## src/otgcev_pkg.sv

```systemverilog
// Purpose: shared constants and types for the otg_power_and_pull_control and event enable bank
// Assumes: 6-bit immediate register addresses, 8-bit register data
// Notes: every offset, field position and reset value lives here
package otgcev_pkg;

  // ---------------------------------------------------------------
  // register addresses (write / set / clear, read at write address)
  // ---------------------------------------------------------------
  localparam logic [5:0] OTG_CTRL_WR = 6'h0a; // otg power and pull control
  localparam logic [5:0] OTG_CTRL_SET = 6'h0b;
  localparam logic [5:0] OTG_CTRL_CLR = 6'h0c;
  localparam logic [5:0] RISE_EN_WR = 6'h0d; // event rise enable
  localparam logic [5:0] RISE_EN_SET = 6'h0e;
  localparam logic [5:0] RISE_EN_CLR = 6'h0f;
  localparam logic [5:0] FALL_EN_WR = 6'h10; // event fall enable
  localparam logic [5:0] FALL_EN_SET = 6'h11;
  localparam logic [5:0] FALL_EN_CLR = 6'h12;
  localparam logic [5:0] EVT_STATUS_RD = 6'h13; // current source levels
  localparam logic [5:0] EVT_LATCH_RD = 6'h14; // sticky event latch

  // ---------------------------------------------------------------
  // reset values
  // ---------------------------------------------------------------
  localparam logic [7:0] OTG_CTRL_RST = 8'h06; // both pull-downs connected
  localparam logic [7:0] EDGE_EN_RST = 8'h1f; // every edge enabled
  localparam logic [7:0] READ_ZERO = 8'h00; // unmapped read answer

  // ---------------------------------------------------------------
  // otg_power_and_pull_control field positions
  // ---------------------------------------------------------------
  localparam int OTG_EXT_IND_SEL = 7; // external_indicator_select
  localparam int OTG_EXT_SUPPLY = 6; // external_supply_drive
  localparam int OTG_BUS_DRIVE = 5; // bus_power_drive
  localparam int OTG_BUS_CHARGE = 4; // bus_power_charge
  localparam int OTG_BUS_DISCHARGE = 3; // bus_power_discharge
  localparam int OTG_MINUS_PD = 2; // minus_line_pulldown
  localparam int OTG_PLUS_PD = 1; // plus_line_pulldown

  // ---------------------------------------------------------------
  // event sources; bit order matches the enable and latch bytes
  // ---------------------------------------------------------------
  localparam int SRC_COUNT = 4;
  localparam int SYNC_DEPTH = 3; // pin synchroniser stages
  typedef struct packed {
    logic sessionFinished; // bit 3
    logic sessionOk; // bit 2
    logic busPowerOk; // bit 1
    logic hostUnplug; // bit 0
  } otgcev_src_s;

  // register access kinds decoded from the address
  typedef enum {
    OTGCEV_OP_WRITE,
    OTGCEV_OP_SET,
    OTGCEV_OP_CLEAR
  } otgcev_op_e;

endpackage

```

## src/otgcev_regs.sv

```systemverilog
// Purpose: otg_power_and_pull_control byte and rising / falling event enable bytes of a ulpi phy
// Assumes: register port driven by the link-side logic on core_clk; comparator and fault
//          levels arrive asynchronously from analog circuitry
// Notes: read data appears one cycle after the read strobe; latch clears on read
`timescale 1ns/1ps

// Functional notes
// - bit 7 picks internal or external indicator
// - bit 6 drives power switch pin low
// - bit 4 charges bus power via resistor
// - bit 3 discharges bus power via resistor
// - bit 2 connects minus line pull-down
// - bit 1 connects plus line pull-down
// - enabled rising edge raises interrupt and rxcmd
// - enabled falling edge raises interrupt and rxcmd
// - rise enable bits 3..0 map four sources
// - fall enable uses the same bit map
// - both enable bytes reset to 1f
// - otg_power_and_pull_control at 0a, 0b, 0c
// - enables at 0d..0f and 10..12
// - latch sets on edge, clears on read/low-power
module otgcev_regs
  import otgcev_pkg::*;
#(
  parameter int SYNC_STAGES = SYNC_DEPTH
)
(
  input wire logic core_clk,
  input wire logic rst_b,
  input wire logic [5:0] regAddr,
  input wire logic [7:0] regWrData,
  input wire logic regWrite,
  input wire logic regRead,
  output logic [7:0] regRdData,
  output logic regRdValid,
  input wire logic sessionFinishedCmp,
  input wire logic sessionOkCmp,
  input wire logic busPowerOkCmp,
  input wire logic hostUnplugDetect,
  input wire logic faultIn,
  input wire logic lowPowerEnter,
  output logic powerSwitchOut,
  output logic powerSwitchOeN,
  output logic busPowerDrive,
  output logic externalSupplyDrive,
  output logic busPowerCharge,
  output logic busPowerDischarge,
  output logic minusLinePulldown,
  output logic plusLinePulldown,
  output logic externalIndicatorSelect,
  output otgcev_src_s eventLevels,
  output logic eventIrq,
  output logic rxcmdRequest
);

  // ---------------------------------------------------------------
  // elaboration checks
  // ---------------------------------------------------------------
  if (SYNC_STAGES != 3)
  begin : g_badSync
    $error("SYNC_STAGES must be 3: the filter compares stages two and three");
  end

  // ---------------------------------------------------------------
  // helper functions
  // ---------------------------------------------------------------
  // apply a write, set or clear access to one byte
  function automatic logic [7:0] applyAccess(input logic [7:0] old, input logic [7:0] data,
                                             input otgcev_op_e op);
    logic [7:0] result;
    result = old;
    case (op)
      OTGCEV_OP_WRITE: result = data;
      OTGCEV_OP_SET: result = old | data;
      OTGCEV_OP_CLEAR: result = old & ~data;
      default: result = old;
    endcase
    return result;
  endfunction

  // decode an address against a write/set/clear triple
  function automatic logic hitTriple(input logic [5:0] addr, input logic [5:0] base);
    return (addr == base) || (addr == base + 6'h01) || (addr == base + 6'h02);
  endfunction

  // turn an offset within a triple into an access kind
  function automatic otgcev_op_e opOf(input logic [5:0] addr, input logic [5:0] base);
    otgcev_op_e op;
    op = OTGCEV_OP_WRITE;
    if (addr == base + 6'h01)
    begin
      op = OTGCEV_OP_SET;
    end
    else if (addr == base + 6'h02)
    begin
      op = OTGCEV_OP_CLEAR;
    end
    return op;
  endfunction

  // ---------------------------------------------------------------
  // register state
  // ---------------------------------------------------------------
  logic [7:0] otgPowerAndPullControl; // otg_power_and_pull_control byte
  logic [7:0] eventRiseEnable; // rising edge enables
  logic [7:0] eventFallEnable; // falling edge enables
  logic [3:0] eventLatch; // sticky edge record
  logic [3:0] srcSync1; // first stage, read only by stage two
  logic [3:0] srcSync2;
  logic [3:0] srcSync3;
  logic faultSync1; // first stage, read only by stage two
  logic faultSync2;
  logic faultSync3;
  logic [3:0] srcFiltered; // agreed comparator levels
  logic faultFiltered; // agreed fault level
  logic [3:0] srcPrev; // source level one cycle ago

  // ---------------------------------------------------------------
  // address decode
  // ---------------------------------------------------------------
  wire hitOtg = hitTriple(regAddr, OTG_CTRL_WR);
  wire hitRise = hitTriple(regAddr, RISE_EN_WR);
  wire hitFall = hitTriple(regAddr, FALL_EN_WR);
  wire hitStatus = (regAddr == EVT_STATUS_RD);
  wire hitLatch = (regAddr == EVT_LATCH_RD);
  wire [7:0] next_otgCtrl = applyAccess(otgPowerAndPullControl, regWrData, opOf(regAddr, OTG_CTRL_WR));
  wire [7:0] next_riseEn = applyAccess(eventRiseEnable, regWrData, opOf(regAddr, RISE_EN_WR));
  wire [7:0] next_fallEn = applyAccess(eventFallEnable, regWrData, opOf(regAddr, FALL_EN_WR));

  // ---------------------------------------------------------------
  // event source selection and edge detection
  // ---------------------------------------------------------------
  wire extSel = otgPowerAndPullControl[OTG_EXT_IND_SEL];
  // bus power ok comes from the fault pin when the external indicator is chosen
  wire busOkSrc = extSel ? faultFiltered : srcFiltered[1];
  wire [3:0] srcNow = {srcFiltered[3:2], busOkSrc, srcFiltered[0]};
  wire [3:0] riseEdge = srcNow & ~srcPrev;
  wire [3:0] fallEdge = ~srcNow & srcPrev;
  wire [3:0] riseHit = riseEdge & eventRiseEnable[3:0];
  wire [3:0] fallHit = fallEdge & eventFallEnable[3:0];
  wire [3:0] edgeHit = riseHit | fallHit;
  wire latchReadClear = (regRead && hitLatch) || lowPowerEnter;

  // read data selection; unmapped addresses and the upper status and latch bits read zero
  wire [7:0] readMux = hitOtg ? otgPowerAndPullControl :
                       hitRise ? eventRiseEnable :
                       hitFall ? eventFallEnable :
                       hitStatus ? {4'h0, srcNow} :
                       hitLatch ? {4'h0, eventLatch} : READ_ZERO;

  // ---------------------------------------------------------------
  // pin synchronisers
  // ---------------------------------------------------------------
  // three stages for every asynchronous level
  always_ff @(posedge core_clk or negedge rst_b)
  begin
    if (!rst_b)
    begin
      srcSync1 <= 4'h0;
      srcSync2 <= 4'h0;
      srcSync3 <= 4'h0;
      faultSync1 <= 1'b0;
      faultSync2 <= 1'b0;
      faultSync3 <= 1'b0;
    end
    else
    begin
      srcSync1 <= {sessionFinishedCmp, sessionOkCmp, busPowerOkCmp, hostUnplugDetect};
      srcSync2 <= srcSync1;
      srcSync3 <= srcSync2;
      faultSync1 <= faultIn;
      faultSync2 <= faultSync1;
      faultSync3 <= faultSync2;
    end
  end

  // a level change counts only once stages two and three agree;
  // this costs a cycle but stops a metastable settle from making a false edge
  always_ff @(posedge core_clk or negedge rst_b)
  begin
    if (!rst_b)
    begin
      srcFiltered <= 4'h0;
      faultFiltered <= 1'b0;
    end
    else
    begin
      srcFiltered <= (srcSync2 & srcSync3) | (srcFiltered & (srcSync2 ^ srcSync3));
      if (faultSync2 == faultSync3)
      begin
        faultFiltered <= faultSync3;
      end
    end
  end

  // ---------------------------------------------------------------
  // register writes
  // ---------------------------------------------------------------
  // otg_power_and_pull_control byte; reserved bit 0 is stored as written
  always_ff @(posedge core_clk or negedge rst_b)
  begin
    if (!rst_b)
    begin
      otgPowerAndPullControl <= OTG_CTRL_RST;
    end
    else if (regWrite && hitOtg)
    begin
      otgPowerAndPullControl <= next_otgCtrl;
    end
  end

  // edge enable bytes, both reset to every edge enabled
  always_ff @(posedge core_clk or negedge rst_b)
  begin
    if (!rst_b)
    begin
      eventRiseEnable <= EDGE_EN_RST;
      eventFallEnable <= EDGE_EN_RST;
    end
    else
    begin
      if (regWrite && hitRise)
      begin
        eventRiseEnable <= next_riseEn;
      end
      if (regWrite && hitFall)
      begin
        eventFallEnable <= next_fallEn;
      end
    end
  end

  // ---------------------------------------------------------------
  // event tracking and latch
  // ---------------------------------------------------------------
  // previous level; starts at zero so a source high at reset counts as a rise
  always_ff @(posedge core_clk or negedge rst_b)
  begin
    if (!rst_b)
    begin
      srcPrev <= 4'h0;
    end
    else
    begin
      srcPrev <= srcNow;
    end
  end

  // sticky latch; a new edge in the clearing cycle survives the clear
  always_ff @(posedge core_clk or negedge rst_b)
  begin
    if (!rst_b)
    begin
      eventLatch <= 4'h0;
    end
    else if (latchReadClear)
    begin
      eventLatch <= edgeHit;
    end
    else
    begin
      eventLatch <= eventLatch | edgeHit;
    end
  end

  // one-cycle interrupt and rxcmd request per enabled edge cycle
  always_ff @(posedge core_clk or negedge rst_b)
  begin
    if (!rst_b)
    begin
      eventIrq <= 1'b0;
      rxcmdRequest <= 1'b0;
      eventLevels <= '0;
    end
    else
    begin
      eventIrq <= |edgeHit;
      rxcmdRequest <= |edgeHit;
      eventLevels <= srcNow; // level carried in the rxcmd byte
    end
  end

  // ---------------------------------------------------------------
  // register read port
  // ---------------------------------------------------------------
  // read answer registered, one cycle after the strobe
  always_ff @(posedge core_clk or negedge rst_b)
  begin
    if (!rst_b)
    begin
      regRdData <= READ_ZERO;
      regRdValid <= 1'b0;
    end
    else
    begin
      regRdValid <= regRead;
      if (regRead)
      begin
        regRdData <= readMux;
      end
    end
  end

  // ---------------------------------------------------------------
  // analog and pin controls
  // ---------------------------------------------------------------
  // open-drain switch: drive low when enabled, otherwise release the pin
  assign powerSwitchOut = 1'b0;
  assign powerSwitchOeN = ~otgPowerAndPullControl[OTG_EXT_SUPPLY];
  // the link may rely on the external supply alone and leave this clear
  assign busPowerDrive = otgPowerAndPullControl[OTG_BUS_DRIVE];
  assign externalSupplyDrive = otgPowerAndPullControl[OTG_EXT_SUPPLY];
  // charge and discharge are not interlocked; sequencing is the link's job
  assign busPowerCharge = otgPowerAndPullControl[OTG_BUS_CHARGE];
  assign busPowerDischarge = otgPowerAndPullControl[OTG_BUS_DISCHARGE];
  assign minusLinePulldown = otgPowerAndPullControl[OTG_MINUS_PD];
  assign plusLinePulldown = otgPowerAndPullControl[OTG_PLUS_PD];
  assign externalIndicatorSelect = extSel;

endmodule

```

## config.mk

```make
export PLATFORM = sky130hd
export DESIGN_NAME = otgcev_regs
export DESIGN_NICKNAME = d
export VERILOG_FILES = /design/src/otgcev_pkg.sv /design/src/otgcev_regs.sv
export SDC_FILE = /design/constraint.sdc
export NUM_CORES = 1
export LEC_CHECK = 0
export BUFFER_PORTS_ARGS = -buffer_cell sky130_fd_sc_hd__buf_2
export CORE_ASPECT_RATIO = 0.75
export CORE_MARGIN = 5
export CORE_UTILIZATION = 55
export CTS_CLUSTER_SIZE = 10
export DETAILED_ROUTE_END_ITERATION = 10
export PLACE_DENSITY = 0.78
export REMOVE_ABC_BUFFERS = 1
export SLEW_MARGIN = 20
export SYNTH_ARGS = -nofsm -noshare
export SYNTH_HDL_FRONTEND = slang
export SYNTH_SLANG_ARGS = --single-unit
```

## constraint.sdc

```tcl
create_clock -name core_clk -period 1.76 [get_ports core_clk]
set_clock_uncertainty 0.1 [all_clocks]
set_input_delay 0.264 -clock core_clk [delete_from_list [all_inputs] [get_ports core_clk]]
set_output_delay 0.264 -clock core_clk [all_outputs]
set_load 0.005 [all_outputs]
```

==> results.txt, run 1 <==
status = completed
I/O pin cnt = 48
All-Layer GR Usage = 22.8%
core area = 0.00495 mm²
Setup TNS = 0 ns
Vias/cell = 6.04
CTS tree = done
Post-CTS Setup Bufs = 0
H-tree Lvls = 3
ranking of synthesized cells by area = dfrtp_1 (44%), dfstp_2 (11%), a22o_1 (5.9%)
Critical path buffers and inverters = 0
Worst Max-Slew Pin Slew = 0.641 ns
largest net degree at the start of global routing = 24
input/output buffers = 46
Final ANT Viol Nets = 0
Avg Cell Area, Syn = 11.2 µm²
Reg2Reg Depth = 4
Final Power = 3.73 mW
Nets = 355
Hold Path Cell Cnt = 2
post_cts resized = 0
min Tclk post-route = 1.54 ns
deepest clock path buffer count = 2
drt drc = 0
Ant. Diodes = 0
max incr delay on CP = 0.42 ns
Worst Hold Class = in2reg
drt first pass iters = 4
Die H = 72.3 µm
Req. time, crit path = 1.88 ns
Worst Hold End = eventRiseEnable[2]
WP data arrival = 1.65 ns
grt total ovfl = 0
post-synth top area share = 44.0%
Vias = 2367
CP Launch Type = flop
sequential area share after synthesis = 55.1%
synthesis-to-layout area growth = 27.1%
fill count = 360
die width = 93.0 µm
max-cap violations = 0
Final Util = 73.0%
Routed WL = 6940 µm
Setup violations, final = 0
library cells used by synthesis = 44
RSZ-0062 raised after global routing = no
largest area contributor in the netlist = dfrtp_1
Post-Syn Area = 0.00284 mm²
reg2reg setup slack = 0.22 ns
Leak = 1.69 nW
clock-pin slew on the worst setup and hold paths = 0.06 ns
maximum clock rate = 651 MHz
Gate Count Post-Synth = 254
vias in the first global route = 2427
cell row count = 22
Reg2Reg Launch Point = otgPowerAndPullControl[7]
Crit path max-delay family = compound AO/OA/AOI/OAI gates
Synth Flop Type = dfrtp_1
Clock Sinks = 62
DP Wirelength = 5040 µm
Worst setup EP type = flop
layout cells sized above 1 = 32.5%
Cell Pwr Density = 1030 mW/mm²
Peak VDD IR = 0.653 mV
fraction of registers with async set/reset = 100%
Hold-fix buffers, CTS = 6
CP Max Fanout = 4
Fin. Hold Viols = 0
EDFF count, synth = 0
Critical R2R Capture = regRdData[1]
gpl congestion = 0.843
drt wl/cell = 17.7 µm
initial antenna violation count = 0
Clk Latency, worst-skew pair = 0.34 ns
post-synthesis register bit count = 62
Synth warnings = 0
total CTS buffers = 9
Max-Slew Margin vs Limit = 56.8%
DRT iter0 DRCs = 154
first-pass GRT wire length = 11800 µm
CP Class = reg2reg
Final Cycle Share = 87.2%
die area = 0.00672 mm²
Worst path slowest cell = dfrtp_1
Initial Utilization = 57.4%
count of final max-slew check failures = 0
CTS Root Cell = clkbuf_8
crit path cell chain = mux2i_1 -> o2bb2ai_1 -> a221oi_1 -> o31ai_2
min-delay src = regWrData[2]
-- cells in the final DEF, fill, tap and decap left out, types with 11 or more instances in the layout --
cell type  netlist  layout
a22o_1          19      19
buf_4            3      21
dfstp_2         12      12
dfrtp_1         50      50
inv_1           11      11
buf_2            4      46
a41oi_1         12      12
nor2_1          24      24
clkbuf_8         0      11
nand2_1         20      20
-- worst max-delay path by stage --
stage	cells past startpoint	slack [ns]	end	start
2_1_floorplan	4	0.18	eventRiseEnable[0]	regAddr[5]
3_3_place_gp	6	0.03	regRdData[3]	regAddr[5]
3_5_place_dp	6	0.008	regRdData[3]	regAddr[5]
4_1_cts	4	0.22	regRdData[1]	otgPowerAndPullControl[7]
5_1_grt	4	0.04	regRdData[1]	otgPowerAndPullControl[7]
6_report	4	0.22	regRdData[1]	otgPowerAndPullControl[7]
-- power breakdown --
part | internal [mW] | total [mW] | switching (mW)
registers | 1.60 | 1.72 | 0.112
logic | 0.234 | 0.471 | 0.237
clock network | 1.02 | 1.54 | 0.520
-- worst register-to-register path, stage by stage (launching register included) --
cell and delay (ns):
dfrtp_1 0.42, mux2i_1 0.38, o2bb2ai_1 0.10, a221oi_1 0.32, o31ai_2 0.10
-- per-stage QoR --
step | setup slack, ns | cell area, µm² | std cells | hold slack [ns]
finish | 0.224 | 3610 | 392 | 0.0830
CTS | 0.224 | 3610 | 392 | 0.0624
global route | 0.0397 | 3610 | 392 | 0.0897
global placement | 0.0262 | 3310 | 370 | 0.185
detailed placement | 0.00815 | 3310 | 370 | 0.185
floorplan | 0.181 | 2760 | 239 | -0.132
-- logic make-up after synthesis --
family                   after synthesis  synth area share (%)
buffers and inverters                 26                  4.31
flip-flops                            62                  55.1
AO/OA/AOI/OAI                         92                  25.0
AND/OR/NAND/NOR                       67                  13.0
multiplexers                           1                 0.352
adder cells (fa/ha/maj)                5                  2.11
other                                  1                 0.132
-- area by class of cell --
class / count / area [µm²] / share of cell area (%)
repair buffers: 77 / 528 / 14.6
multi-input cells: 166 / 1150 / 31.9
inverters: 11 / 41.3 / 1.14
clock buffers: 13 / 159 / 4.40
flip-flops and latches: 62 / 1570 / 43.3
clock inverters: 3 / 90.1 / 2.49
well taps: 60 / 75.1 / 2.08
-- state kept, by name, indices dropped and copies added, names as in the netlist, 3 cells and up --
name                    count
srcSync1                    4
otgPowerAndPullControl      8
eventLatch                  4
srcPrev                     3
eventFallEnable             8
srcSync3                    4
regRdData                   8
eventRiseEnable             8
srcFiltered                 4
srcSync2                    4
-- layer usage --
layer | up-vias | wire (µm) | GRT usage, %
met3 | 8 | 606 | 6.42
li1 | 1095 | - | -
met5 | - | 0 | 0
met4 | 0 | 68 | 6.34
met1 | 1171 | 3150 | 31.8
met2 | 93 | 3110 | 35.4
-- synthesized netlist by cell type, drive strengths merged (4+ instances only) --
cell type	number
clkbuf	7
dfstp	12
a21o	7
a311oi	8
ha	4
nor2b	5
a221oi	4
o21ai	11
buf	8
a21oi	8
dfrtp	50
a41oi	12
nor2	24
a31oi	6
a22o	19
inv	11
o211ai	8
o31ai	4
nand2	20
nor3b	5
nor3	4
(Power assumes the default switching activity.)
==> run 2, diff against run 1 <==
--- a/config.mk
+++ b/config.mk
@@ -8,10 +8,9 @@
 export BUFFER_PORTS_ARGS = -buffer_cell sky130_fd_sc_hd__buf_2
 export CORE_ASPECT_RATIO = 0.75
 export CORE_MARGIN = 5
-export CORE_UTILIZATION = 55
+export CORE_UTILIZATION = 32
 export CTS_CLUSTER_SIZE = 10
 export DETAILED_ROUTE_END_ITERATION = 10
-export PLACE_DENSITY = 0.78
 export REMOVE_ABC_BUFFERS = 1
 export SLEW_MARGIN = 20
 export SYNTH_ARGS = -nofsm -noshare
==> run 2 against run 1 <==
Compared with the run above:
- worst hold slack about the same
- combinational power is essentially flat
- total power is essentially flat
- critical path depth unchanged
- clock power barely moved
- die area up 62%
- sequential share of layout area is 0.62 points lower
- design area is 1.5% higher
- critical path type unchanged
- critical endpoint unchanged
- largest cell class unchanged
- largest power group unchanged
==> results.txt, run 2 (synthesis gave the netlist of run 1 again) <==
maximum clock rate = 647 MHz
Final Cycle Share = 87.8%
All-Layer GR Usage = 14.2%
min Tclk post-route = 1.54 ns
Die H = 91.6 µm
core area = 0.00856 mm²
Clk Latency, worst-skew pair = 0.33 ns
Peak VDD IR = 0.620 mV
Routed WL = 7380 µm
CP Max Fanout = 4
Nets = 355
Leak = 1.69 nW
gpl congestion = 0.797
drt drc = 0
Fin. Hold Viols = 0
first-pass GRT wire length = 12100 µm
Vias = 2310
DRT iter0 DRCs = 142
Setup TNS = 0 ns
Worst Hold Class = in2reg
initial antenna violation count = 0
total CTS buffers = 9
commonest non-fill, non-tap cell in the layout = dfrtp_1
Cell Pwr Density = 1020 mW/mm²
CP Launch Type = flop
die width = 119 µm
max-cap violations = 0
cell row count = 29
Worst setup EP type = flop
Worst Max-Slew Pin Slew = 0.564 ns
count of final max-slew check failures = 0
Vias/cell = 5.25
Final ANT Viol Nets = 0
WP data arrival = 1.65 ns
post_cts resized = 0
status = completed
drt wl/cell = 16.8 µm
CTS Root Cell = clkbuf_16
layout cells sized above 1 = 31.6%
Initial Utilization = 33.2%
input/output buffers = 46
DP Area = 0.00335 mm²
Setup violations, final = 0
H-tree Lvls = 3
grt total ovfl = 0
setup slack after layout = 0.215 ns
die area = 0.0109 mm²
DP Wirelength = 5280 µm
largest net degree at the start of global routing = 63
Max-Slew Margin vs Limit = 62.0%
CTS tree = done
RSZ-0062 raised after global routing = no
design area = 0.00367 mm²
Ant. Diodes = 0
CP Class = reg2reg
drt first pass iters = 4
most frequent cells in the layout = dfrtp_1 (50), buf_2 (46), nor2_1 (24)
vias in the first global route = 2180
Req. time, crit path = 1.86 ns
synthesis-to-layout area growth = 28.9%
I/O pin cnt = 48
Clock Sinks = 62
deepest clock path buffer count = 2
clock-pin slew on the worst setup and hold paths = 0.05 ns
pre-CTS setup slack = 0.0224 ns
## run 2: changes by cell type in the layout (fill, tap and decap cells not counted), sizes merged
cell    change
clkinv      +2
clkbuf      +1
bufinv      -3
## run 2: final cells by class
cell class                      count  area [µm²]
Inverter                           11        41.3
Tap cell                          108         135
Fill cell                         836        4900
Clock inverter                      2        10.0
Sequential cell                    62        1570
Clock buffer                       14         244
Timing Repair Buffer               77         515
Multi-Input combinational cell    166        1150
## run 2: repair_timing
action | CTS | global route
buffers inserted | 0 | 0
hold endpoints to repair | 55 | 0
endpoints found under the setup margin | 0 | 0
hold buffers | 6 | 0
## run 2: worst paths after layout
kind	start	end	slack [ns]	cells past startpoint
setup / recovery	otgPowerAndPullControl[7]	regRdData[1]	0.22	4
hold / removal	regWrData[1]	eventRiseEnable[1]	0.08	2
setup reg to reg	otgPowerAndPullControl[7]	regRdData[1]	0.22	4
hold reg to reg	srcSync1[3]	srcSync2[3]	0.24	0
max in group asynchronous	rst_b	eventRiseEnable[0]	0.87	3
min in group asynchronous	rst_b	faultFiltered	0.36	3
## run 2: metrics by stage
stage	cells	hold WS [ns]	total power [mW]	utilization, %
after floorplan	239	-0.132	1.93	-
after global placement	418	0.199	2.20	39.2
after detailed placement	418	0.200	2.21	39.2
after CTS	440	0.0684	3.78	42.8
after global routing	440	0.0832	3.90	42.8
final	440	0.0829	3.72	42.8
## run 2: report_power, final
part           total, mW  switching (mW)  internal, mW
clock               1.53           0.587         0.947
sequential          1.72           0.112          1.61
combinational      0.470           0.238         0.233
## run 2: worst max-delay path: stages (launching register included)
cell and delay, ns:
dfrtp_1 0.39, mux2i_1 0.41, o2bb2ai_1 0.11, a221oi_1 0.30, o31ai_2 0.11
## run 2: layer usage
metal / up-vias / GRT usage [%] / wire, µm
li1: 1099 / - / -
met1: 1114 / 21.6 / 3720
met2: 91 / 18.2 / 2900
met3: 6 / 5.66 / 709
met4: 0 / 4.24 / 50
met5: - / 0 / 0
